<file path="src/verilog/port_pin_state_pkg.sv">
// Register map, field codes and reset values of the port 1 block
package port_pin_state_pkg;

  // Avalon-MM word addressing: the slave address is a word index
  localparam int ADDR_W = 2;
  localparam logic [1:0] OFS_OUTPUT_DATA = 2'h0;
  localparam logic [1:0] OFS_PIN_STATE = 2'h1;
  localparam logic [1:0] OFS_DIRECTION = 2'h2;

  localparam logic [7:0] RST_OUTPUT_DATA = 8'h00;
  localparam logic [7:0] RST_DIRECTION = 8'h00;
  localparam logic [31:0] READ_ZERO = 32'h0000_0000;

  // Byte lane that carries the 8-bit registers
  localparam int LANE_LOW = 0;

  // Timer mode field codes
  localparam logic [3:0] MODE_NORMAL = 4'h0;
  localparam logic [1:0] MODE_BUF_HI = 2'h1;
  localparam logic [3:0] MODE_PWM1 = 4'h2;
  localparam logic [3:0] MODE_PWM2 = 4'h3;

  // Counter clear select codes that clear on the A or B register
  localparam logic [1:0] CCLR_ON_A = 2'h1;
  localparam logic [1:0] CCLR_ON_B = 2'h2;

  // Capture code of channel 1 io control (upper two bits); no-output code (lower two bits)
  localparam logic [1:0] IO_CAPTURE_CH1 = 2'h2;
  localparam logic [1:0] IO_NO_OUTPUT = 2'h0;

  // Prescaler codes that pick an external clock pin
  localparam logic [2:0] PSC_EXT_D = 3'h7;
  localparam logic [2:0] PSC_EXT_C_LO = 3'h6;
  localparam logic [2:0] PSC_EXT_C_HI = 3'h5;

  // Pin positions of the shared upper pins
  localparam int PIN_CH1_A = 4;
  localparam int PIN_CH1_B = 5;
  localparam int PIN_CH2_A = 6;
  localparam int PIN_CH2_B = 7;

  // Avalon answer latency in clock cycles after the request is seen
  localparam int BUS_LATENCY = 1;

endpackage

</file>
<file path="src/verilog/port_pin_state_pin_mux_upper.sv">
// Port 1 general-purpose port with pin-function multiplexing of pins 7 to 4
`timescale 1ns/1ps

// Summary of operation
// RULE1: Output data register, 8 bits read/write, drives each general-output pin.
// RULE2: Output data register clears on power-on reset and in hardware standby.
// RULE3: Output data register holds its value through manual reset and software standby.
// RULE4: Pin-state register is read-only; writes to it do nothing.
// RULE5: Pin-state bits with direction 1 read the output data register bit.
// RULE6: Pin-state bits with direction 0 read the sampled pin level.
// RULE7: After power-on reset or hardware standby, pin-state shows real pin levels.
// RULE8: In manual reset and software standby the pin-state register holds.
// RULE9: Pin 7 drives channel 2 B compare output when selected, else general I/O.
// RULE10: Compare output when mode 0000 or 01xx and io control 1-3 or 5-7.
// RULE11: Mode 0011 gives PWM 2 output unless io xx00 or counter clears own register.
// RULE12: Mode 0010 gives channel 2 A PWM 1 output; channel 2 B output disabled.
// RULE13: Pin 7 feeds channel 2 B capture in normal modes when io bit 3 set.
// RULE14: Pin 6 feeds channel 2 A capture in normal modes when io bit 3 set.
// RULE15: Pin 5 feeds channel 1 B capture in normal modes when io is 10xx.
// RULE16: Pin 7 is external clock D when channel 0 or 5 prescaler is 111.
// RULE17: Pin 5 is external clock C for prescaler 110 on ch0/2 or 101 on ch4/5.
// RULE18: Pin 7 also feeds clock D phase input in phase counting on channels 2, 4.
// RULE19: Pin 5 also feeds clock C phase input in phase counting on channels 2, 4.
// RULE20: Pin 6 always routes its level to external interrupt 1.
// RULE21: Software should give an interrupt pin no other function.
// RULE22: Pin 4 muxes channel 1 A compare, general I/O, capture and interrupt 0.
// RULE23: Direction bit 1 makes the pin a general output, 0 a general input.
// RULE24: Direction register is write-only, clears on power-on and hardware standby.
// RULE25: Pin levels to timer and interrupt inputs pass a two-stage synchroniser.
module port_pin_state_pin_mux_upper
  import port_pin_state_pkg::*;
#(
  parameter int PIN_W = 8
) (
  input wire logic clk,
  input wire logic rst,
  input wire logic hw_standby,
  input wire logic manual_reset,
  input wire logic sw_standby,
  input wire logic [ADDR_W-1:0] avs_address,
  input wire logic avs_read,
  input wire logic avs_write,
  input wire logic [31:0] avs_writedata,
  input wire logic [3:0] avs_byteenable,
  output logic [31:0] avs_readdata,
  output logic avs_waitrequest,
  input wire logic [PIN_W-1:0] pin_in,
  output logic [PIN_W-1:0] pin_out,
  output logic [PIN_W-1:0] pin_oe,
  input wire logic [3:0] ch1_timer_mode_field,
  input wire logic [3:0] ch1_io_control_a,
  input wire logic [3:0] ch1_io_control_b,
  input wire logic [1:0] ch1_counter_clear_select,
  input wire logic [3:0] ch2_timer_mode_field,
  input wire logic [3:0] ch2_io_control_a,
  input wire logic [3:0] ch2_io_control_b,
  input wire logic [1:0] ch2_counter_clear_select,
  input wire logic [2:0] ch0_prescaler_select,
  input wire logic [2:0] ch2_prescaler_select,
  input wire logic [2:0] ch4_prescaler_select,
  input wire logic [2:0] ch5_prescaler_select,
  input wire logic ch2_phase_counting,
  input wire logic ch4_phase_counting,
  input wire logic ch1_compare_a,
  input wire logic ch1_compare_b,
  input wire logic ch2_compare_a,
  input wire logic ch2_compare_b,
  output logic ch1_capture_a,
  output logic ch1_capture_b,
  output logic ch2_capture_a,
  output logic ch2_capture_b,
  output logic ext_clock_c,
  output logic ext_clock_d,
  output logic ext_interrupt_0,
  output logic ext_interrupt_1
);

  // Mode 0000 or 01xx: normal and buffer-style modes where compare and capture apply
  function automatic logic mode_normal(input logic [3:0] mode);
    mode_normal = (mode == MODE_NORMAL) || (mode[3:2] == MODE_BUF_HI);
  endfunction

  // Io control 0001..0011 or 0101..0111 selects a compare output
  function automatic logic io_compare(input logic [3:0] io);
    io_compare = !io[3] && (io[1:0] != IO_NO_OUTPUT);
  endfunction

  // Output-compare or PWM 2 output of one compare pin
  function automatic logic cmp_out_sel(input logic [3:0] mode, input logic [3:0] io,
                                       input logic [1:0] cclr, input logic [1:0] own_clear);
    cmp_out_sel = (mode_normal(mode) && io_compare(io)) ||
                  ((mode == MODE_PWM2) && (io[1:0] != IO_NO_OUTPUT) && (cclr != own_clear));
  endfunction

  logic [7:0] port_output_data_ff;
  logic [7:0] port_direction_ff;
  logic [7:0] port_pin_state_ff;
  logic [7:0] nxt_pin_state;
  logic [PIN_W-1:0] pin_meta_ff;
  logic [PIN_W-1:0] pin_sync_ff;
  logic [PIN_W-1:0] pin_out_ff;
  logic [PIN_W-1:0] pin_oe_ff;
  logic [PIN_W-1:0] nxt_pin_out;
  logic [PIN_W-1:0] nxt_pin_oe;
  logic wait_ff;
  logic [31:0] readdata_ff;
  logic [31:0] nxt_readdata;
  logic holding;
  logic wr_take;
  logic rd_take;
  logic sel_ch2b_out;
  logic sel_ch2a_out;
  logic sel_ch1b_out;
  logic sel_ch1a_out;
  logic ch1_capture_a_ff;
  logic ch1_capture_b_ff;
  logic ch2_capture_a_ff;
  logic ch2_capture_b_ff;
  logic ext_clock_c_ff;
  logic ext_clock_d_ff;
  logic ext_interrupt_0_ff;
  logic ext_interrupt_1_ff;

  // Manual reset and software standby freeze software-visible state
  assign holding = manual_reset || sw_standby;

  // Avalon slave: one wait cycle, then the access completes with waitrequest low
  assign rd_take = avs_read && wait_ff;
  assign wr_take = avs_write && !wait_ff && avs_byteenable[LANE_LOW] && !holding;

  always_ff @(posedge clk) begin
    if (rst) begin
      wait_ff <= 1'b1;
    end else if ((avs_read || avs_write) && wait_ff) begin
      wait_ff <= 1'b0;
    end else begin
      wait_ff <= 1'b1;
    end
  end

  always_comb begin
    nxt_readdata = READ_ZERO;
    case (avs_address)
      OFS_OUTPUT_DATA: begin
        nxt_readdata = {24'h00_0000, port_output_data_ff};
      end
      OFS_PIN_STATE: begin
        nxt_readdata = {24'h00_0000, port_pin_state_ff};
      end
      // Direction is write-only; it reads as zero, as do unmapped words
      default: begin
        nxt_readdata = READ_ZERO;
      end
    endcase
  end

  always_ff @(posedge clk) begin
    if (rst) begin
      readdata_ff <= READ_ZERO;
    end else if (rd_take) begin
      readdata_ff <= nxt_readdata;
    end
  end

  // Output data register
  always_ff @(posedge clk) begin
    if (rst || hw_standby) begin
      port_output_data_ff <= RST_OUTPUT_DATA; // RULE2
    end else if (wr_take && (avs_address == OFS_OUTPUT_DATA)) begin
      port_output_data_ff <= avs_writedata[7:0]; // RULE1
    end
    // Writes are blocked while holding, so contents survive // RULE3
  end

  // Direction register
  always_ff @(posedge clk) begin
    if (rst || hw_standby) begin
      port_direction_ff <= RST_DIRECTION; // RULE24
    end else if (wr_take && (avs_address == OFS_DIRECTION)) begin
      port_direction_ff <= avs_writedata[7:0]; // RULE24
    end
  end

  // Pin synchroniser; only the second stage is looked at
  always_ff @(posedge clk) begin
    if (rst) begin
      pin_meta_ff <= '0;
      pin_sync_ff <= '0;
    end else begin
      pin_meta_ff <= pin_in; // RULE25
      pin_sync_ff <= pin_meta_ff; // RULE25
    end
  end

  // Pin-state register: a write to its offset is decoded nowhere // RULE4
  always_comb begin
    for (int i = 0; i < 8; i++) begin
      if (port_direction_ff[i]) begin
        nxt_pin_state[i] = port_output_data_ff[i]; // RULE5
      end else begin
        nxt_pin_state[i] = pin_sync_ff[i]; // RULE6
      end
    end
  end

  // Pin-state clears on power-on and loads pin levels in hardware standby, so tracking resumes on pin levels
  always_ff @(posedge clk) begin
    if (rst) begin
      port_pin_state_ff <= '0;
    end else if (hw_standby) begin
      port_pin_state_ff <= pin_sync_ff[7:0]; // RULE7
    end else if (!holding) begin
      port_pin_state_ff <= nxt_pin_state; // RULE6
    end
    // While holding the last value is kept // RULE8
  end

  // Compare output selection per shared pin
  always_comb begin
    sel_ch2b_out = cmp_out_sel(ch2_timer_mode_field, ch2_io_control_b,
                               ch2_counter_clear_select, CCLR_ON_B); // RULE10 RULE11
    // Mode 0010 never enables channel 2 B: the function covers no PWM 1 case for B // RULE12
    sel_ch2a_out = cmp_out_sel(ch2_timer_mode_field, ch2_io_control_a,
                               ch2_counter_clear_select, CCLR_ON_A) || // RULE11
                   ((ch2_timer_mode_field == MODE_PWM1) &&
                    (ch2_io_control_a[1:0] != IO_NO_OUTPUT)); // RULE12
    sel_ch1b_out = cmp_out_sel(ch1_timer_mode_field, ch1_io_control_b,
                               ch1_counter_clear_select, CCLR_ON_B); // RULE11
    sel_ch1a_out = cmp_out_sel(ch1_timer_mode_field, ch1_io_control_a,
                               ch1_counter_clear_select, CCLR_ON_A) ||
                   ((ch1_timer_mode_field == MODE_PWM1) &&
                    (ch1_io_control_a[1:0] != IO_NO_OUTPUT)); // RULE22
  end

  // Pin drivers: general port first, timer outputs override on the upper pins
  always_comb begin
    for (int i = 0; i < PIN_W; i++) begin
      nxt_pin_oe[i] = (i < 8) ? port_direction_ff[i % 8] : 1'b0; // RULE23
      nxt_pin_out[i] = (i < 8) ? port_output_data_ff[i % 8] : 1'b0; // RULE1
    end
    if (hw_standby) begin
      nxt_pin_oe = '0;
      nxt_pin_out = '0;
    end else begin
      if (sel_ch2b_out) begin
        nxt_pin_oe[PIN_CH2_B] = 1'b1; // RULE9
        nxt_pin_out[PIN_CH2_B] = ch2_compare_b; // RULE9
      end
      if (sel_ch2a_out) begin
        nxt_pin_oe[PIN_CH2_A] = 1'b1;
        nxt_pin_out[PIN_CH2_A] = ch2_compare_a; // RULE12
      end
      if (sel_ch1b_out) begin
        nxt_pin_oe[PIN_CH1_B] = 1'b1;
        nxt_pin_out[PIN_CH1_B] = ch1_compare_b; // RULE10
      end
      if (sel_ch1a_out) begin
        nxt_pin_oe[PIN_CH1_A] = 1'b1;
        nxt_pin_out[PIN_CH1_A] = ch1_compare_a; // RULE22
      end
    end
  end

  always_ff @(posedge clk) begin
    if (rst) begin
      pin_out_ff <= '0;
      pin_oe_ff <= '0;
    end else begin
      pin_out_ff <= nxt_pin_out;
      pin_oe_ff <= nxt_pin_oe;
    end
  end

  // Capture inputs to the timer, from synchronised pin levels; zero when not selected
  always_ff @(posedge clk) begin
    if (rst) begin
      ch2_capture_b_ff <= 1'b0;
      ch2_capture_a_ff <= 1'b0;
      ch1_capture_b_ff <= 1'b0;
      ch1_capture_a_ff <= 1'b0;
    end else begin
      ch2_capture_b_ff <= mode_normal(ch2_timer_mode_field) && ch2_io_control_b[3] &&
                          pin_sync_ff[PIN_CH2_B]; // RULE13
      ch2_capture_a_ff <= mode_normal(ch2_timer_mode_field) && ch2_io_control_a[3] &&
                          pin_sync_ff[PIN_CH2_A]; // RULE14
      ch1_capture_b_ff <= mode_normal(ch1_timer_mode_field) &&
                          (ch1_io_control_b[3:2] == IO_CAPTURE_CH1) &&
                          pin_sync_ff[PIN_CH1_B]; // RULE15
      ch1_capture_a_ff <= mode_normal(ch1_timer_mode_field) &&
                          (ch1_io_control_a[3:2] == IO_CAPTURE_CH1) &&
                          pin_sync_ff[PIN_CH1_A]; // RULE22
    end
  end

  // External clock inputs; a phase counting channel needs both clock pins
  always_ff @(posedge clk) begin
    if (rst) begin
      ext_clock_d_ff <= 1'b0;
      ext_clock_c_ff <= 1'b0;
    end else begin
      ext_clock_d_ff <= ((ch0_prescaler_select == PSC_EXT_D) ||
                         (ch5_prescaler_select == PSC_EXT_D) || // RULE16
                         ch2_phase_counting || ch4_phase_counting) && // RULE18
                        pin_sync_ff[PIN_CH2_B];
      ext_clock_c_ff <= ((ch0_prescaler_select == PSC_EXT_C_LO) ||
                         (ch2_prescaler_select == PSC_EXT_C_LO) ||
                         (ch4_prescaler_select == PSC_EXT_C_HI) ||
                         (ch5_prescaler_select == PSC_EXT_C_HI) || // RULE17
                         ch2_phase_counting || ch4_phase_counting) && // RULE19
                        pin_sync_ff[PIN_CH1_B];
    end
  end

  // Interrupt pins pass their level through unconditionally; sharing is software's care
  always_ff @(posedge clk) begin
    if (rst) begin
      ext_interrupt_1_ff <= 1'b0;
      ext_interrupt_0_ff <= 1'b0;
    end else begin
      ext_interrupt_1_ff <= pin_sync_ff[PIN_CH2_A]; // RULE20
      ext_interrupt_0_ff <= pin_sync_ff[PIN_CH1_A]; // RULE22
    end
  end

  assign avs_readdata = readdata_ff;
  assign avs_waitrequest = wait_ff;
  assign pin_out = pin_out_ff;
  assign pin_oe = pin_oe_ff;
  assign ch1_capture_a = ch1_capture_a_ff;
  assign ch1_capture_b = ch1_capture_b_ff;
  assign ch2_capture_a = ch2_capture_a_ff;
  assign ch2_capture_b = ch2_capture_b_ff;
  assign ext_clock_c = ext_clock_c_ff;
  assign ext_clock_d = ext_clock_d_ff;
  assign ext_interrupt_0 = ext_interrupt_0_ff;
  assign ext_interrupt_1 = ext_interrupt_1_ff;

endmodule

</file>
<file path="config.mk">
export PLATFORM = sky130hd
export DESIGN_NAME = port_pin_state_pin_mux_upper
export DESIGN_NICKNAME = d
export VERILOG_FILES = /design/src/verilog/port_pin_state_pkg.sv /design/src/verilog/port_pin_state_pin_mux_upper.sv
export SDC_FILE = /design/constraint.sdc
export NUM_CORES = 1
export LEC_CHECK = 0
export BUFFER_PORTS_ARGS = -buffer_cell sky130_fd_sc_hd__buf_2
export CAP_MARGIN = 10
export CORE_UTILIZATION = 30
export DETAILED_ROUTE_END_ITERATION = 8
export GPL_TIMING_DRIVEN = 0
export PLACE_DENSITY_LB_ADDON = 0.15
export SYNTH_ARGS = -nofsm -noshare
export SYNTH_HDL_FRONTEND = slang
export SYNTH_SLANG_ARGS = --single-unit
export TNS_END_PERCENT = 5
</file>
<file path="constraint.sdc">
create_clock -name clk -period 2.43 [get_ports clk]
set_input_delay 0.486 -clock clk [delete_from_list [all_inputs] [get_ports clk]]
set_output_delay 0.486 -clock clk [all_outputs]
set_load 0.01 [all_outputs]
</file>
==> impl_results.html, run 1 <==
<table>
<tr><th>Metric</th><th>Value</th></tr>
<tr><th colspan="2">Place</th></tr>
<tr><td>Weighted congestion reported at the end of routability-driven placement</td><td>0.732</td></tr>
<tr><td>Total placed instance area</td><td>0.00366 mm²</td></tr>
<tr><td># port buffers</td><td>101</td></tr>
<tr><td>HPWL after DPL</td><td>5280 µm</td></tr>
<tr><th colspan="2">Timing</th></tr>
<tr><td>Count of endpoints failing hold in the final timing report</td><td>0</td></tr>
<tr><td>Headroom to the max-slew limit</td><td>43.1%</td></tr>
<tr><td>Transition time at the pin with the least slew margin</td><td>847 ps</td></tr>
<tr><td>Clock skew after layout</td><td>7.57 ps</td></tr>
<tr><td>Maximum clock rate</td><td>541 MHz</td></tr>
<tr><td>Total of endpoints with negative setup slack in the final report</td><td>0</td></tr>
<tr><td>Min Clock Period, post-route</td><td>1850 ps</td></tr>
<tr><td>Max-slew violation count</td><td>0</td></tr>
<tr><td>Share of the clock period used by the worst path after layout</td><td>76.1%</td></tr>
<tr><td>Aggregate negative setup slack</td><td>0 ps</td></tr>
<tr><td>Setup repair after global routing missed its margin</td><td>no</td></tr>
<tr><th colspan="2">Yosys</th></tr>
<tr><td>Top cells by area in the synthesized netlist</td><td>sky130_fd_sc_hd__dfxtp_1 (50%), sky130_fd_sc_hd__mux2i_1 (6.9%), sky130_fd_sc_hd__buf_4 (6.2%)</td></tr>
<tr><td>Cell taking the most area after synthesis</td><td>sky130_fd_sc_hd__dfxtp_1</td></tr>
<tr><td>Count of cell types in the netlist</td><td>34</td></tr>
<tr><td>Mean instance size in the synthesized netlist</td><td>9.77 µm²</td></tr>
<tr><td>Flop and latch count out of synthesis</td><td>73</td></tr>
<tr><td>Synth warnings</td><td>0</td></tr>
<tr><td>Synth top area share</td><td>50.2%</td></tr>
<tr><td>Gate Count Post-Synth</td><td>298</td></tr>
<tr><td>Sequential fraction of the synthesis area</td><td>50.2%</td></tr>
<tr><td>Area of the mapped netlist</td><td>0.00291 mm²</td></tr>
<tr><th colspan="2">Global route</th></tr>
<tr><td>Wire length of the first global-routing pass</td><td>11300 µm</td></tr>
<tr><td>Via count of the first global-routing pass</td><td>2324</td></tr>
<tr><td>Maximum number of pins on one net before global-route repair</td><td>12</td></tr>
<tr><td>Initial antenna violation count</td><td>0</td></tr>
<tr><td>Total congestion overflow</td><td>0</td></tr>
<tr><td>Combined global-route utilization of all metal layers</td><td>15.0%</td></tr>
<tr><th colspan="2">Floorplan</th></tr>
<tr><td>Horiz. Die Dim</td><td>100 µm</td></tr>
<tr><td>Die Ht</td><td>100 µm</td></tr>
<tr><td>Die Area</td><td>0.0101 mm²</td></tr>
<tr><td>Starting density of the core</td><td>31.2%</td></tr>
<tr><td>Core box area</td><td>0.00933 mm²</td></tr>
<tr><td>Standard-cell rows</td><td>35</td></tr>
<tr><td>Count of boundary I/O pins</td><td>156</td></tr>
<tr><th colspan="2">Flow run</th></tr>
<tr><td>Number of maximum-capacitance violations</td><td>0</td></tr>
<tr><th colspan="2">Route</th></tr>
<tr><td>Residual DRC</td><td>0</td></tr>
<tr><td>Aggregate routed wire length</td><td>7000 µm</td></tr>
<tr><td>Total number of vias</td><td>2410</td></tr>
<tr><td>First-iteration detailed-routing DRC count</td><td>45</td></tr>
<tr><td>Remaining antenna violation count</td><td>0</td></tr>
<tr><td>Avg Vias per Cell</td><td>4.25</td></tr>
<tr><td>Number of optimization iterations in the first detailed-route pass</td><td>4</td></tr>
<tr><td>DR WL/cell</td><td>12.3 µm</td></tr>
<tr><th colspan="2">Cells and area</th></tr>
<tr><td>Diodes inserted</td><td>0</td></tr>
<tr><td>Layout Utilization</td><td>41.3%</td></tr>
<tr><td>Final standard cell area without fillers</td><td>0.00385 mm²</td></tr>
<tr><td>Final net count</td><td>532</td></tr>
<tr><td>Share of cells above drive strength 1</td><td>34.2%</td></tr>
<tr><td>Commonest non-fill, non-tap cell in the layout</td><td>sky130_fd_sc_hd__buf_2</td></tr>
<tr><td>Leading cell types in the layout, fill and taps excluded</td><td>sky130_fd_sc_hd__buf_2 (101), sky130_fd_sc_hd__dfxtp_1 (73), sky130_fd_sc_hd__nor2_1 (44), sky130_fd_sc_hd__buf_4 (24), sky130_fd_sc_hd__conb_1 (24)</td></tr>
<tr><td>Relative area change from synthesis to final layout</td><td>32.4%</td></tr>
<tr><th colspan="2">Critical path</th></tr>
<tr><td>Maximum net fanout on the critical path</td><td>10</td></tr>
<tr><td>Critical path endpoint category</td><td>register</td></tr>
<tr><td>Worst setup path startpoint</td><td>rst</td></tr>
<tr><td>CP startpoint kind</td><td>input pin</td></tr>
<tr><td>Critical path data arrival time</td><td>2050 ps</td></tr>
<tr><td>Required time worst endpoint</td><td>2630 ps</td></tr>
<tr><td>Class of the most critical setup path</td><td>input pin to register</td></tr>
<tr><td>Worst reg2reg startpoint</td><td>avs_waitrequest</td></tr>
<tr><th colspan="2">CTS</th></tr>
<tr><td>Clock Root Buffer</td><td>sky130_fd_sc_hd__clkbuf_8</td></tr>
<tr><td>Post-cts gate resize count</td><td>0</td></tr>
<tr><td>Clock input transition at the sequential cells of the worst setup and hold paths</td><td>70 ps</td></tr>
<tr><td>CTS hold repair buffers</td><td>0</td></tr>
<tr><td>Later-pin clock latency in the skew report</td><td>340 ps</td></tr>
<tr><td>Number of buffers added by the clock tree synthesis step</td><td>9</td></tr>
<tr><td>CTS sink count</td><td>73</td></tr>
<tr><td>Number of levels the H-tree was split into</td><td>3</td></tr>
<tr><td>CTS tree</td><td>done</td></tr>
<tr><td>Post-CTS setup buffers</td><td>0</td></tr>
<tr><td>CTS Buffer Depth</td><td>2</td></tr>
<tr><th colspan="2">Pwr</th></tr>
<tr><td>Leakage power</td><td>0.00181 µW</td></tr>
<tr><td>Peak ir drop on the vdd network</td><td>221 µV</td></tr>
<tr><td>Power density of the placed cells</td><td>625 mW/mm²</td></tr>
<tr><th colspan="2">Min path</th></tr>
<tr><td>Worst Min Path Start</td><td>pin_in[4]</td></tr>
<tr><td>Type of the tightest min-delay check</td><td>input pin to register</td></tr>
<tr><th colspan="2">Run status</th></tr>
<tr><td>Run status</td><td>complete, no violations</td></tr>
</table>
==> logic make-up after synthesis <==
logic type             count (synthesis)  share of synthesized area (%)
AO/OA/AOI/OAI                         50                           11.8
multiplexers                          28                           9.97
buffers and inverters                 38                           8.51
flip-flops                            73                           50.2
other                                  1                          0.129
AND/OR/NAND/NOR                      108                           19.3
==> sequential cells by signal, summed over array words and instances, names as in the netlist <==
signal,cells
pin_oe,8
ext_clock_d,1
pin_sync_ff,8
pin_out,8
port_output_data_ff,8
ext_interrupt_0,1
avs_waitrequest,1
ch2_capture_a,1
avs_readdata,8
pin_meta_ff,8
ext_clock_c,1
ch1_capture_b,1
port_direction_ff,8
port_pin_state_ff,8
ext_interrupt_1,1
ch2_capture_b,1
ch1_capture_a,1
==> cell type report <==
| class | count | area [µm²] |
|---|---|---|
| Clock buffer | 13 | 149 |
| Clock inverter | 3 | 40.0 |
| Buffer | 35 | 236 |
| Fill cell | 989 | 5480 |
| Multi-Input combinational cell | 210 | 1290 |
| Inverter | 3 | 11.3 |
| Tap cell | 129 | 161 |
| Sequential cell | 73 | 1460 |
| Timing Repair Buffer | 101 | 505 |
==> synth_stat cells <==
library cell,instances
sky130_fd_sc_hd__nor2_1,44
sky130_fd_sc_hd__and3_1,1
sky130_fd_sc_hd__a211oi_1,8
sky130_fd_sc_hd__mux2i_1,20
sky130_fd_sc_hd__a21oi_1,5
sky130_fd_sc_hd__nand3_1,4
sky130_fd_sc_hd__o21a_1,4
sky130_fd_sc_hd__nand4bb_4,1
sky130_fd_sc_hd__inv_1,3
sky130_fd_sc_hd__and4_1,1
sky130_fd_sc_hd__nor4_4,1
sky130_fd_sc_hd__o211ai_1,1
sky130_fd_sc_hd__clkbuf_1,9
sky130_fd_sc_hd__o21bai_1,2
sky130_fd_sc_hd__nor2b_1,21
sky130_fd_sc_hd__nor3b_1,2
sky130_fd_sc_hd__mux2_2,8
sky130_fd_sc_hd__dfxtp_1,73
sky130_fd_sc_hd__and4b_1,2
sky130_fd_sc_hd__o22ai_1,1
sky130_fd_sc_hd__o21ai_1,1
sky130_fd_sc_hd__o31a_1,1
sky130_fd_sc_hd__a22oi_1,8
sky130_fd_sc_hd__buf_4,24
sky130_fd_sc_hd__o21ai_0,3
sky130_fd_sc_hd__or4b_1,1
sky130_fd_sc_hd__a311oi_1,1
sky130_fd_sc_hd__buf_6,2
sky130_fd_sc_hd__a31oi_1,8
sky130_fd_sc_hd__and2_1,8
sky130_fd_sc_hd__conb_1,1
sky130_fd_sc_hd__a21boi_0,7
sky130_fd_sc_hd__nand2_1,20
sky130_fd_sc_hd__nand2b_1,2
==> metal layers <==
metal	GRT usage, %	vias up	share of wire, %
li1	-	1240	-
met1	18.6	1072	46
met2	24.4	88	46
met3	3.54	10	5.8
met4	7.36	0	1.8
met5	0	-	0
==> per-stage QoR <==
step                cells  total power [µW]  hold slack, ps  setup slack (ps)
floorplan             321              1400             414               778
global placement      551              1500             421               224
detailed placement    551              1510             425               174
CTS                   567              2450             332               533
global route          567              2540             340               362
finish                567              2410             353               581
==> where the power goes <==
group | internal, µW | switching [µW]
Combinational | 117 | 125
Clock | 501 | 431
Sequential | 1220 | 11.7
Total | 1840 | 567
==> worst paths after layout <==
check / endpoint / slack, ps / depth (start not counted)
min reg2reg: pin_sync_ff[7] / 440 / 1
max: port_output_data_ff[2] / 580 / 6
min: pin_meta_ff[4] / 350 / 2
max reg2reg: avs_readdata[2] / 790 / 4
==> worst max-delay path: stages <==
cell	delay [ps]
sky130_fd_sc_hd__buf_2	90
sky130_fd_sc_hd__clkbuf_1	420
sky130_fd_sc_hd__inv_1	200
sky130_fd_sc_hd__nand2_1	290
sky130_fd_sc_hd__clkbuf_1	450
sky130_fd_sc_hd__nor2_1	120
No activity file was read; power rests on OpenSTA's default activity.
==> run 2: changes to the inputs <==
--- a/config.mk
+++ b/config.mk
@@ -5,6 +5,7 @@
 export SDC_FILE = /design/constraint.sdc
 export NUM_CORES = 1
 export LEC_CHECK = 0
+export ABC_AREA = 1
 export BUFFER_PORTS_ARGS = -buffer_cell sky130_fd_sc_hd__buf_2
 export CAP_MARGIN = 10
 export CORE_UTILIZATION = 30
==> constraint.sdc (replaced) <==
create_clock -name clk -period 1.6 [get_ports clk]
set_input_delay 0.32 -clock clk [delete_from_list [all_inputs] [get_ports clk]]
set_output_delay 0.32 -clock clk [all_outputs]
set_load 0.01 [all_outputs]
==> impl_results.html, run 2 <==
<table>
<tr><th>Metric</th><th>Value</th></tr>
<tr><th colspan="2">Route</th></tr>
<tr><td>Avg Vias per Cell</td><td>4.12</td></tr>
<tr><td>Total number of vias</td><td>2874</td></tr>
<tr><td>Residual DRC</td><td>0</td></tr>
<tr><td>Remaining antenna violation count</td><td>0</td></tr>
<tr><td>Aggregate routed wire length</td><td>7690 µm</td></tr>
<tr><td>Number of optimization iterations in the first detailed-route pass</td><td>4</td></tr>
<tr><td>First-iteration detailed-routing DRC count</td><td>130</td></tr>
<tr><td>DR WL/cell</td><td>11.0 µm</td></tr>
<tr><th colspan="2">Critical path</th></tr>
<tr><td>Critical path endpoint category</td><td>register</td></tr>
<tr><td>Worst reg2reg startpoint</td><td>avs_waitrequest</td></tr>
<tr><td>Class of the most critical setup path</td><td>register to register</td></tr>
<tr><td>Critical Path Stages</td><td>6</td></tr>
<tr><td>Worst-path cell with the longest stage delay</td><td>sky130_fd_sc_hd__dfxtp_1</td></tr>
<tr><td>Maximum net fanout on the critical path</td><td>9</td></tr>
<tr><td>Internal reg-to-reg setup slack</td><td>280 ps</td></tr>
<tr><td>Critical path data arrival time</td><td>1580 ps</td></tr>
<tr><td>Count of buffer and inverter cells on the critical path</td><td>2</td></tr>
<tr><td>Most used cell, CP</td><td>sky130_fd_sc_hd__nor2_1</td></tr>
<tr><td>Worst path top cell family by delay</td><td>simple AND/OR/NAND/NOR gates</td></tr>
<tr><td>Delay of the slowest cell on the worst path</td><td>360 ps</td></tr>
<tr><td>Cell-by-cell trace of the critical path</td><td>nand2_1, clkinv_1, nor2_1, nor2_1, o21ai_0, inv_1</td></tr>
<tr><td>Required time worst endpoint</td><td>1850 ps</td></tr>
<tr><td>Endpoint of the worst register-to-register path</td><td>avs_readdata[1]</td></tr>
<tr><td>Worst r2r path cells</td><td>6</td></tr>
<tr><td>CP startpoint kind</td><td>register</td></tr>
<tr><th colspan="2">Timing</th></tr>
<tr><td>Setup repair after global routing missed its margin</td><td>no</td></tr>
<tr><td>Total of endpoints with negative setup slack in the final report</td><td>0</td></tr>
<tr><td>Max-slew violation count</td><td>0</td></tr>
<tr><td>Transition time at the pin with the least slew margin</td><td>516 ps</td></tr>
<tr><td>Headroom to the max-slew limit</td><td>65.6%</td></tr>
<tr><td>Share of the clock period used by the worst path after layout</td><td>82.7%</td></tr>
<tr><td>Aggregate negative setup slack</td><td>0 ps</td></tr>
<tr><td>Clock skew after layout</td><td>9.29 ps</td></tr>
<tr><td>Final WS setup</td><td>276 ps</td></tr>
<tr><td>Maximum clock rate</td><td>755 MHz</td></tr>
<tr><td>Smallest hold slack</td><td>118 ps</td></tr>
<tr><td>Count of endpoints failing hold in the final timing report</td><td>0</td></tr>
<tr><td>Min Clock Period, post-route</td><td>1320 ps</td></tr>
<tr><th colspan="2">CTS</th></tr>
<tr><td>Later-pin clock latency in the skew report</td><td>360 ps</td></tr>
<tr><td>CTS hold repair buffers</td><td>0</td></tr>
<tr><td>Number of levels the H-tree was split into</td><td>3</td></tr>
<tr><td>CTS sink count</td><td>73</td></tr>
<tr><td>CTS Buffer Depth</td><td>2</td></tr>
<tr><td>Post-CTS setup buffers</td><td>0</td></tr>
<tr><td>Post-cts gate resize count</td><td>0</td></tr>
<tr><td>CTS tree</td><td>done</td></tr>
<tr><td>Number of buffers added by the clock tree synthesis step</td><td>9</td></tr>
<tr><td>Clock input transition at the sequential cells of the worst setup and hold paths</td><td>80 ps</td></tr>
<tr><td>Clock Root Buffer</td><td>sky130_fd_sc_hd__clkbuf_8</td></tr>
<tr><th colspan="2">Yosys</th></tr>
<tr><td>Number of enable flip-flop cells after synthesis</td><td>0</td></tr>
<tr><td>Synth warnings</td><td>0</td></tr>
<tr><td>Cell taking the most area after synthesis</td><td>sky130_fd_sc_hd__dfxtp_1</td></tr>
<tr><td>Count of cell types in the netlist</td><td>27</td></tr>
<tr><td>Share of async-settable or async-resettable flops after synthesis</td><td>0%</td></tr>
<tr><td>Cell with the most instances after synthesis</td><td>sky130_fd_sc_hd__nor2_1</td></tr>
<tr><td>Top cells by area in the synthesized netlist</td><td>sky130_fd_sc_hd__dfxtp_1 (47%), sky130_fd_sc_hd__nor2_1 (11%), sky130_fd_sc_hd__inv_1 (7.8%)</td></tr>
<tr><td>Flop and latch count out of synthesis</td><td>73</td></tr>
<tr><td>Gate Count Post-Synth</td><td>426</td></tr>
<tr><td>Area of the mapped netlist</td><td>0.00313 mm²</td></tr>
<tr><td>Top cell types by occurrence after synthesis</td><td>sky130_fd_sc_hd__nor2_1 (92), sky130_fd_sc_hd__dfxtp_1 (73), sky130_fd_sc_hd__inv_1 (65)</td></tr>
<tr><td>Dominant register cell in the synthesized netlist</td><td>sky130_fd_sc_hd__dfxtp_1</td></tr>
<tr><td>Synth top area share</td><td>46.7%</td></tr>
<tr><td>Sequential fraction of the synthesis area</td><td>46.7%</td></tr>
<tr><td>Mean instance size in the synthesized netlist</td><td>7.35 µm²</td></tr>
<tr><th colspan="2">Global route</th></tr>
<tr><td>Total congestion overflow</td><td>0</td></tr>
<tr><td>Via count of the first global-routing pass</td><td>2572</td></tr>
<tr><td>Combined global-route utilization of all metal layers</td><td>14.7%</td></tr>
<tr><td>Wire length of the first global-routing pass</td><td>12300 µm</td></tr>
<tr><td>Maximum number of pins on one net before global-route repair</td><td>14</td></tr>
<tr><td>Initial antenna violation count</td><td>0</td></tr>
<tr><th colspan="2">Place</th></tr>
<tr><td>Post-place setup slack</td><td>197 ps</td></tr>
<tr><td>Weighted congestion reported at the end of routability-driven placement</td><td>0.797</td></tr>
<tr><td># port buffers</td><td>99</td></tr>
<tr><td>DP Cell Count</td><td>681</td></tr>
<tr><td>HPWL after DPL</td><td>5870 µm</td></tr>
<tr><th colspan="2">Pwr</th></tr>
<tr><td>Switching power</td><td>981 µW</td></tr>
<tr><td>Part of the power in registers</td><td>46.5%</td></tr>
<tr><td>Power density of the placed cells</td><td>991 mW/mm²</td></tr>
<tr><td>Peak ir drop on the vdd network</td><td>385 µV</td></tr>
<tr><td>Portion of total power attributed to combinational logic</td><td>10.8%</td></tr>
<tr><td>Tot Pwr</td><td>4080 µW</td></tr>
<tr><td>Leakage power</td><td>0.00209 µW</td></tr>
<tr><td>Int Power</td><td>3100 µW</td></tr>
<tr><td>Clock network power share</td><td>42.7%</td></tr>
<tr><td>Switching share of power</td><td>24.0%</td></tr>
<tr><th colspan="2">Run status</th></tr>
<tr><td>Run status</td><td>complete, no violations</td></tr>
<tr><th colspan="2">Cells and area</th></tr>
<tr><td>Number of inserted filler cells in the final layout</td><td>1085</td></tr>
<tr><td>Leading cell types in the layout, fill and taps excluded</td><td>sky130_fd_sc_hd__buf_2 (103), sky130_fd_sc_hd__nor2_1 (92), sky130_fd_sc_hd__dfxtp_1 (73), sky130_fd_sc_hd__inv_1 (65), sky130_fd_sc_hd__nand2_1 (45)</td></tr>
<tr><td>Final net count</td><td>658</td></tr>
<tr><td>Final cell count without fillers</td><td>697</td></tr>
<tr><td>Relative area change from synthesis to final layout</td><td>31.7%</td></tr>
<tr><td>Commonest non-fill, non-tap cell in the layout</td><td>sky130_fd_sc_hd__buf_2</td></tr>
<tr><td>Diodes inserted</td><td>0</td></tr>
<tr><td>Share of cells above drive strength 1</td><td>28.4%</td></tr>
<tr><th colspan="2">Floorplan</th></tr>
<tr><td>Count of boundary I/O pins</td><td>156</td></tr>
<tr><td>Die Ht</td><td>104 µm</td></tr>
<tr><td>Core box area</td><td>0.00995 mm²</td></tr>
<tr><td>Standard-cell rows</td><td>36</td></tr>
<tr><td>Horiz. Die Dim</td><td>104 µm</td></tr>
<tr><td>Starting density of the core</td><td>31.4%</td></tr>
<tr><td>Die Area</td><td>0.0108 mm²</td></tr>
<tr><th colspan="2">Min path</th></tr>
<tr><td>Depth of the worst hold-timing path</td><td>2</td></tr>
<tr><td>Worst Min Path Start</td><td>ch1_io_control_b[2]</td></tr>
<tr><td>Min-Delay Endpoint</td><td>ch1_capture_b</td></tr>
<tr><td>Type of the tightest min-delay check</td><td>input pin to register</td></tr>
<tr><th colspan="2">Flow run</th></tr>
<tr><td>Number of maximum-capacitance violations</td><td>0</td></tr>
</table>
## run 2: logic make-up after synthesis
logic type / after synthesis / synth area share [%]
flops: 73 / 46.7
other cells: 1 / 0.120
buf+inv: 103 / 16.1
simple gates: 187 / 26.7
compound gates: 62 / 10.4
## run 2: metrics by stage
stage / area (µm²) / util, %
4_1_cts: 4120 / 41.4
3_5_place_dp: 3880 / 39.0
3_3_place_gp: 3880 / 39.0
5_1_grt: 4120 / 41.4
6_report: 4120 / 41.4
2_1_floorplan: 3220 / -
## run 2: worst max path at each step
| stage | from | endpoint |
|---|---|---|
| finish | avs_waitrequest | avs_readdata[1] |
| global route | avs_waitrequest | avs_readdata[2] |
| CTS | avs_waitrequest | avs_readdata[1] |
| detailed placement | avs_read | avs_readdata[1] |
| global placement | avs_read | avs_readdata[0] |
| floorplan | hw_standby | port_pin_state_ff[5] |
## run 2: layer usage
layer  GRT usage, %  up-vias  wire length (µm)
li1               -     1539                 -
met1           17.7     1236              3560
met2           24.7       91              3530
met3           3.70        8               477
met4           6.73        0               123
met5              0        -                 0
## run 2: power by group through the flow
stage	Clock, µW	Combinational (µW)	Sequential [µW]
final	1740	441	1900
after global routing	1880	498	1900
after CTS	1790	442	1900
after detailed placement	0	441	1940
after global placement	0	435	1940
after floorplan	0	259	1950
## run 2: layout make-up
cell class | count | area [µm²] | area share (%)
Buffer | 34 | 245 | 5.95
Clock buffer | 9 | 124 | 3.01
Clock inverter | 7 | 119 | 2.88
Inverter | 69 | 259 | 6.29
Multi-Input combinational cell | 273 | 1250 | 30.3
Sequential cell | 73 | 1460 | 35.5
Tap cell | 133 | 166 | 4.04
Timing Repair Buffer | 99 | 495 | 12.0
==> run 3: changes to the inputs <==
--- a/config.mk
+++ b/config.mk
@@ -5,7 +5,7 @@
 export SDC_FILE = /design/constraint.sdc
 export NUM_CORES = 1
 export LEC_CHECK = 0
-export ABC_AREA = 1
+export ABC_AREA = 0
 export BUFFER_PORTS_ARGS = -buffer_cell sky130_fd_sc_hd__buf_2
 export CAP_MARGIN = 10
 export CORE_UTILIZATION = 30
==> constraint.sdc (replaced) <==
create_clock -name clk -period 1.2 [get_ports clk]
set_input_delay 0.24 -clock clk [delete_from_list [all_inputs] [get_ports clk]]
set_output_delay 0.24 -clock clk [all_outputs]
set_load 0.01 [all_outputs]
==> impl_results.html, run 3 (synthesis gave the netlist of run 1 again) <==
<table>
<tr><th>Metric</th><th>Value</th></tr>
<tr><th colspan="2">Run status</th></tr>
<tr><td>Run status</td><td>finished with violations</td></tr>
<tr><td>Failing checks</td><td>setup timing</td></tr>
<tr><th colspan="2">Global route</th></tr>
<tr><td>Total congestion overflow</td><td>0</td></tr>
<tr><td>Initial antenna violation count</td><td>1</td></tr>
<tr><td>Wire length of the first global-routing pass</td><td>11300 µm</td></tr>
<tr><td>Maximum number of pins on one net before global-route repair</td><td>13</td></tr>
<tr><td>Via count of the first global-routing pass</td><td>2336</td></tr>
<tr><td>Combined global-route utilization of all metal layers</td><td>15.0%</td></tr>
<tr><th colspan="2">Route</th></tr>
<tr><td>DR WL/cell</td><td>12.2 µm</td></tr>
<tr><td>Avg Vias per Cell</td><td>4.23</td></tr>
<tr><td>Total number of vias</td><td>2408</td></tr>
<tr><td>Aggregate routed wire length</td><td>6940 µm</td></tr>
<tr><td>First-iteration detailed-routing DRC count</td><td>59</td></tr>
<tr><td>Number of optimization iterations in the first detailed-route pass</td><td>4</td></tr>
<tr><td>Remaining antenna violation count</td><td>0</td></tr>
<tr><td>Residual DRC</td><td>0</td></tr>
<tr><th colspan="2">Flow run</th></tr>
<tr><td>Number of maximum-capacitance violations</td><td>0</td></tr>
<tr><th colspan="2">Cells and area</th></tr>
<tr><td>Layout Utilization</td><td>42.4%</td></tr>
<tr><td>Leading cell types in the layout, fill and taps excluded</td><td>sky130_fd_sc_hd__buf_2 (101), sky130_fd_sc_hd__dfxtp_1 (72), sky130_fd_sc_hd__nor2_1 (43), sky130_fd_sc_hd__buf_4 (27), sky130_fd_sc_hd__conb_1 (24)</td></tr>
<tr><td>Final standard cell area without fillers</td><td>0.00396 mm²</td></tr>
<tr><td>Share of cells above drive strength 1</td><td>37.0%</td></tr>
<tr><td>Final net count</td><td>534</td></tr>
<tr><td>Final cell count without fillers</td><td>569</td></tr>
<tr><td>Relative area change from synthesis to final layout</td><td>35.9%</td></tr>
<tr><td>Number of inserted filler cells in the final layout</td><td>955</td></tr>
<tr><td>Commonest non-fill, non-tap cell in the layout</td><td>sky130_fd_sc_hd__buf_2</td></tr>
<tr><td>Diodes inserted</td><td>0</td></tr>
<tr><th colspan="2">Critical path</th></tr>
<tr><td>Cell-by-cell trace of the critical path</td><td>or4b_4, buf_12, mux2i_1, nor2_1</td></tr>
<tr><td>Worst r2r path cells</td><td>4</td></tr>
<tr><td>Class of the most critical setup path</td><td>register to register</td></tr>
<tr><td>Critical path endpoint category</td><td>register</td></tr>
<tr><td>Critical Path Stages</td><td>4</td></tr>
<tr><td>Required time worst endpoint</td><td>1430 ps</td></tr>
<tr><td>Delay of the slowest cell on the worst path</td><td>490 ps</td></tr>
<tr><td>Maximum net fanout on the critical path</td><td>8</td></tr>
<tr><td>CP startpoint kind</td><td>register</td></tr>
<tr><td>Critical path data arrival time</td><td>1560 ps</td></tr>
<tr><td>Worst-path cell with the longest stage delay</td><td>sky130_fd_sc_hd__or4b_4</td></tr>
<tr><td>Count of buffer and inverter cells on the critical path</td><td>1</td></tr>
<tr><td>Worst path top cell family by delay</td><td>simple AND/OR/NAND/NOR gates</td></tr>
<tr><th colspan="2">Min path</th></tr>
<tr><td>Type of the tightest min-delay check</td><td>input pin to register</td></tr>
<tr><td>Depth of the worst hold-timing path</td><td>2</td></tr>
<tr><th colspan="2">Place</th></tr>
<tr><td>DP Cell Count</td><td>551</td></tr>
<tr><td># port buffers</td><td>101</td></tr>
<tr><td>Total placed instance area</td><td>0.00366 mm²</td></tr>
<tr><td>Post-place setup slack</td><td>-813 ps</td></tr>
<tr><td>Weighted congestion reported at the end of routability-driven placement</td><td>0.747</td></tr>
<tr><td>HPWL after DPL</td><td>5170 µm</td></tr>
<tr><th colspan="2">CTS</th></tr>
<tr><td>Later-pin clock latency in the skew report</td><td>350 ps</td></tr>
<tr><td>CTS hold repair buffers</td><td>0</td></tr>
<tr><td>CTS sink count</td><td>73</td></tr>
<tr><td>Clock input transition at the sequential cells of the worst setup and hold paths</td><td>80 ps</td></tr>
<tr><td>Number of buffers added by the clock tree synthesis step</td><td>9</td></tr>
<tr><td>Number of levels the H-tree was split into</td><td>3</td></tr>
<tr><td>CTS tree</td><td>done</td></tr>
<tr><td>Clock Root Buffer</td><td>sky130_fd_sc_hd__clkbuf_8</td></tr>
<tr><td>CTS Buffer Depth</td><td>2</td></tr>
<tr><th colspan="2">Timing</th></tr>
<tr><td>Count of endpoints failing hold in the final timing report</td><td>0</td></tr>
<tr><td>Headroom to the max-slew limit</td><td>60.7%</td></tr>
<tr><td>Share of the clock period used by the worst path after layout</td><td>111%</td></tr>
<tr><td>Maximum clock rate</td><td>751 MHz</td></tr>
<tr><td>Clock skew after layout</td><td>9.05 ps</td></tr>
<tr><td>Setup repair after global routing missed its margin</td><td>yes</td></tr>
<tr><td>Transition time at the pin with the least slew margin</td><td>590 ps</td></tr>
<tr><td>Max-slew violation count</td><td>0</td></tr>
<tr><td>Total of endpoints with negative setup slack in the final report</td><td>9</td></tr>
<tr><td>Final WS setup</td><td>-131 ps</td></tr>
<tr><td>Min Clock Period, post-route</td><td>1330 ps</td></tr>
<tr><th colspan="2">Floorplan</th></tr>
<tr><td>Count of boundary I/O pins</td><td>156</td></tr>
<tr><td>Starting density of the core</td><td>31.2%</td></tr>
<tr><td>Core box area</td><td>0.00933 mm²</td></tr>
<tr><td>Standard-cell rows</td><td>35</td></tr>
<tr><td>Horiz. Die Dim</td><td>100 µm</td></tr>
<tr><td>Die Ht</td><td>100 µm</td></tr>
<tr><td>Die Area</td><td>0.0101 mm²</td></tr>
<tr><th colspan="2">Pwr</th></tr>
<tr><td>Leakage power</td><td>0.00187 µW</td></tr>
<tr><td>Peak ir drop on the vdd network</td><td>455 µV</td></tr>
<tr><td>Tot Pwr</td><td>5320 µW</td></tr>
<tr><td>Power density of the placed cells</td><td>1350 mW/mm²</td></tr>
</table>
-- run 3: worst paths after layout --
kind,from,to,slack [ps]
min,pin_in[3],pin_meta_ff[3],100
min reg2reg,pin_meta_ff[5],pin_sync_ff[5],440
max reg2reg,avs_waitrequest,port_direction_ff[4],-130
max,avs_waitrequest,port_direction_ff[4],-130
-- run 3: layout make-up --
type / count / area (µm²) / share of cell area (%)
plain buffers: 34 / 245 / 6.20
clock buffers: 10 / 138 / 3.48
clock inverters: 6 / 105 / 2.66
inverters: 3 / 11.3 / 0.285
multi-input cells: 210 / 1300 / 32.9
flip-flops and latches: 73 / 1470 / 37.0
well taps: 129 / 161 / 4.08
repair buffers: 104 / 528 / 13.3
-- run 3: worst reg2reg max path, cell delays in order, from the launching register on --
cell and delay, ps:
sky130_fd_sc_hd__dfxtp_4 360, sky130_fd_sc_hd__or4b_4 490, sky130_fd_sc_hd__buf_12 170, sky130_fd_sc_hd__mux2i_1 150, sky130_fd_sc_hd__nor2_1 50
-- run 3: power by group --
part | leakage [µW] | internal, µW | switching [µW]
Clock | 0.000126 | 1430 | 894
Combinational | 0.00115 | 242 | 261
Sequential | 0.000594 | 2480 | 21.7
Total | 0.00187 | 4150 | 1180
-- run 3: layer usage --
metal | global-route usage [%] | up-vias | wire (µm)
met5 | 0 | - | 10
met4 | 6.69 | 2 | 122
met3 | 4.44 | 12 | 453
met2 | 24.3 | 83 | 3130
met1 | 18.5 | 1071 | 3220
li1 | - | 1240 | -
-- run 3: metrics by stage --
stage	TNS [ps]	hold WS, ps
3_3_place_gp	-19740	419
5_1_grt	-2780	99.5
6_report	-990	95.7
2_1_floorplan	-2820	356
3_5_place_dp	-20960	424
4_1_cts	-1360	77.2
-- run 3: what timing repair did --
| action | in CTS | in global routing |
|---|---|---|
| setup buffers | 2 | 1 |
| pin swaps | 1 | 1 |
| gates resized for setup | 7 | 4 |
| setup endpoints to repair | 33 | 16 |
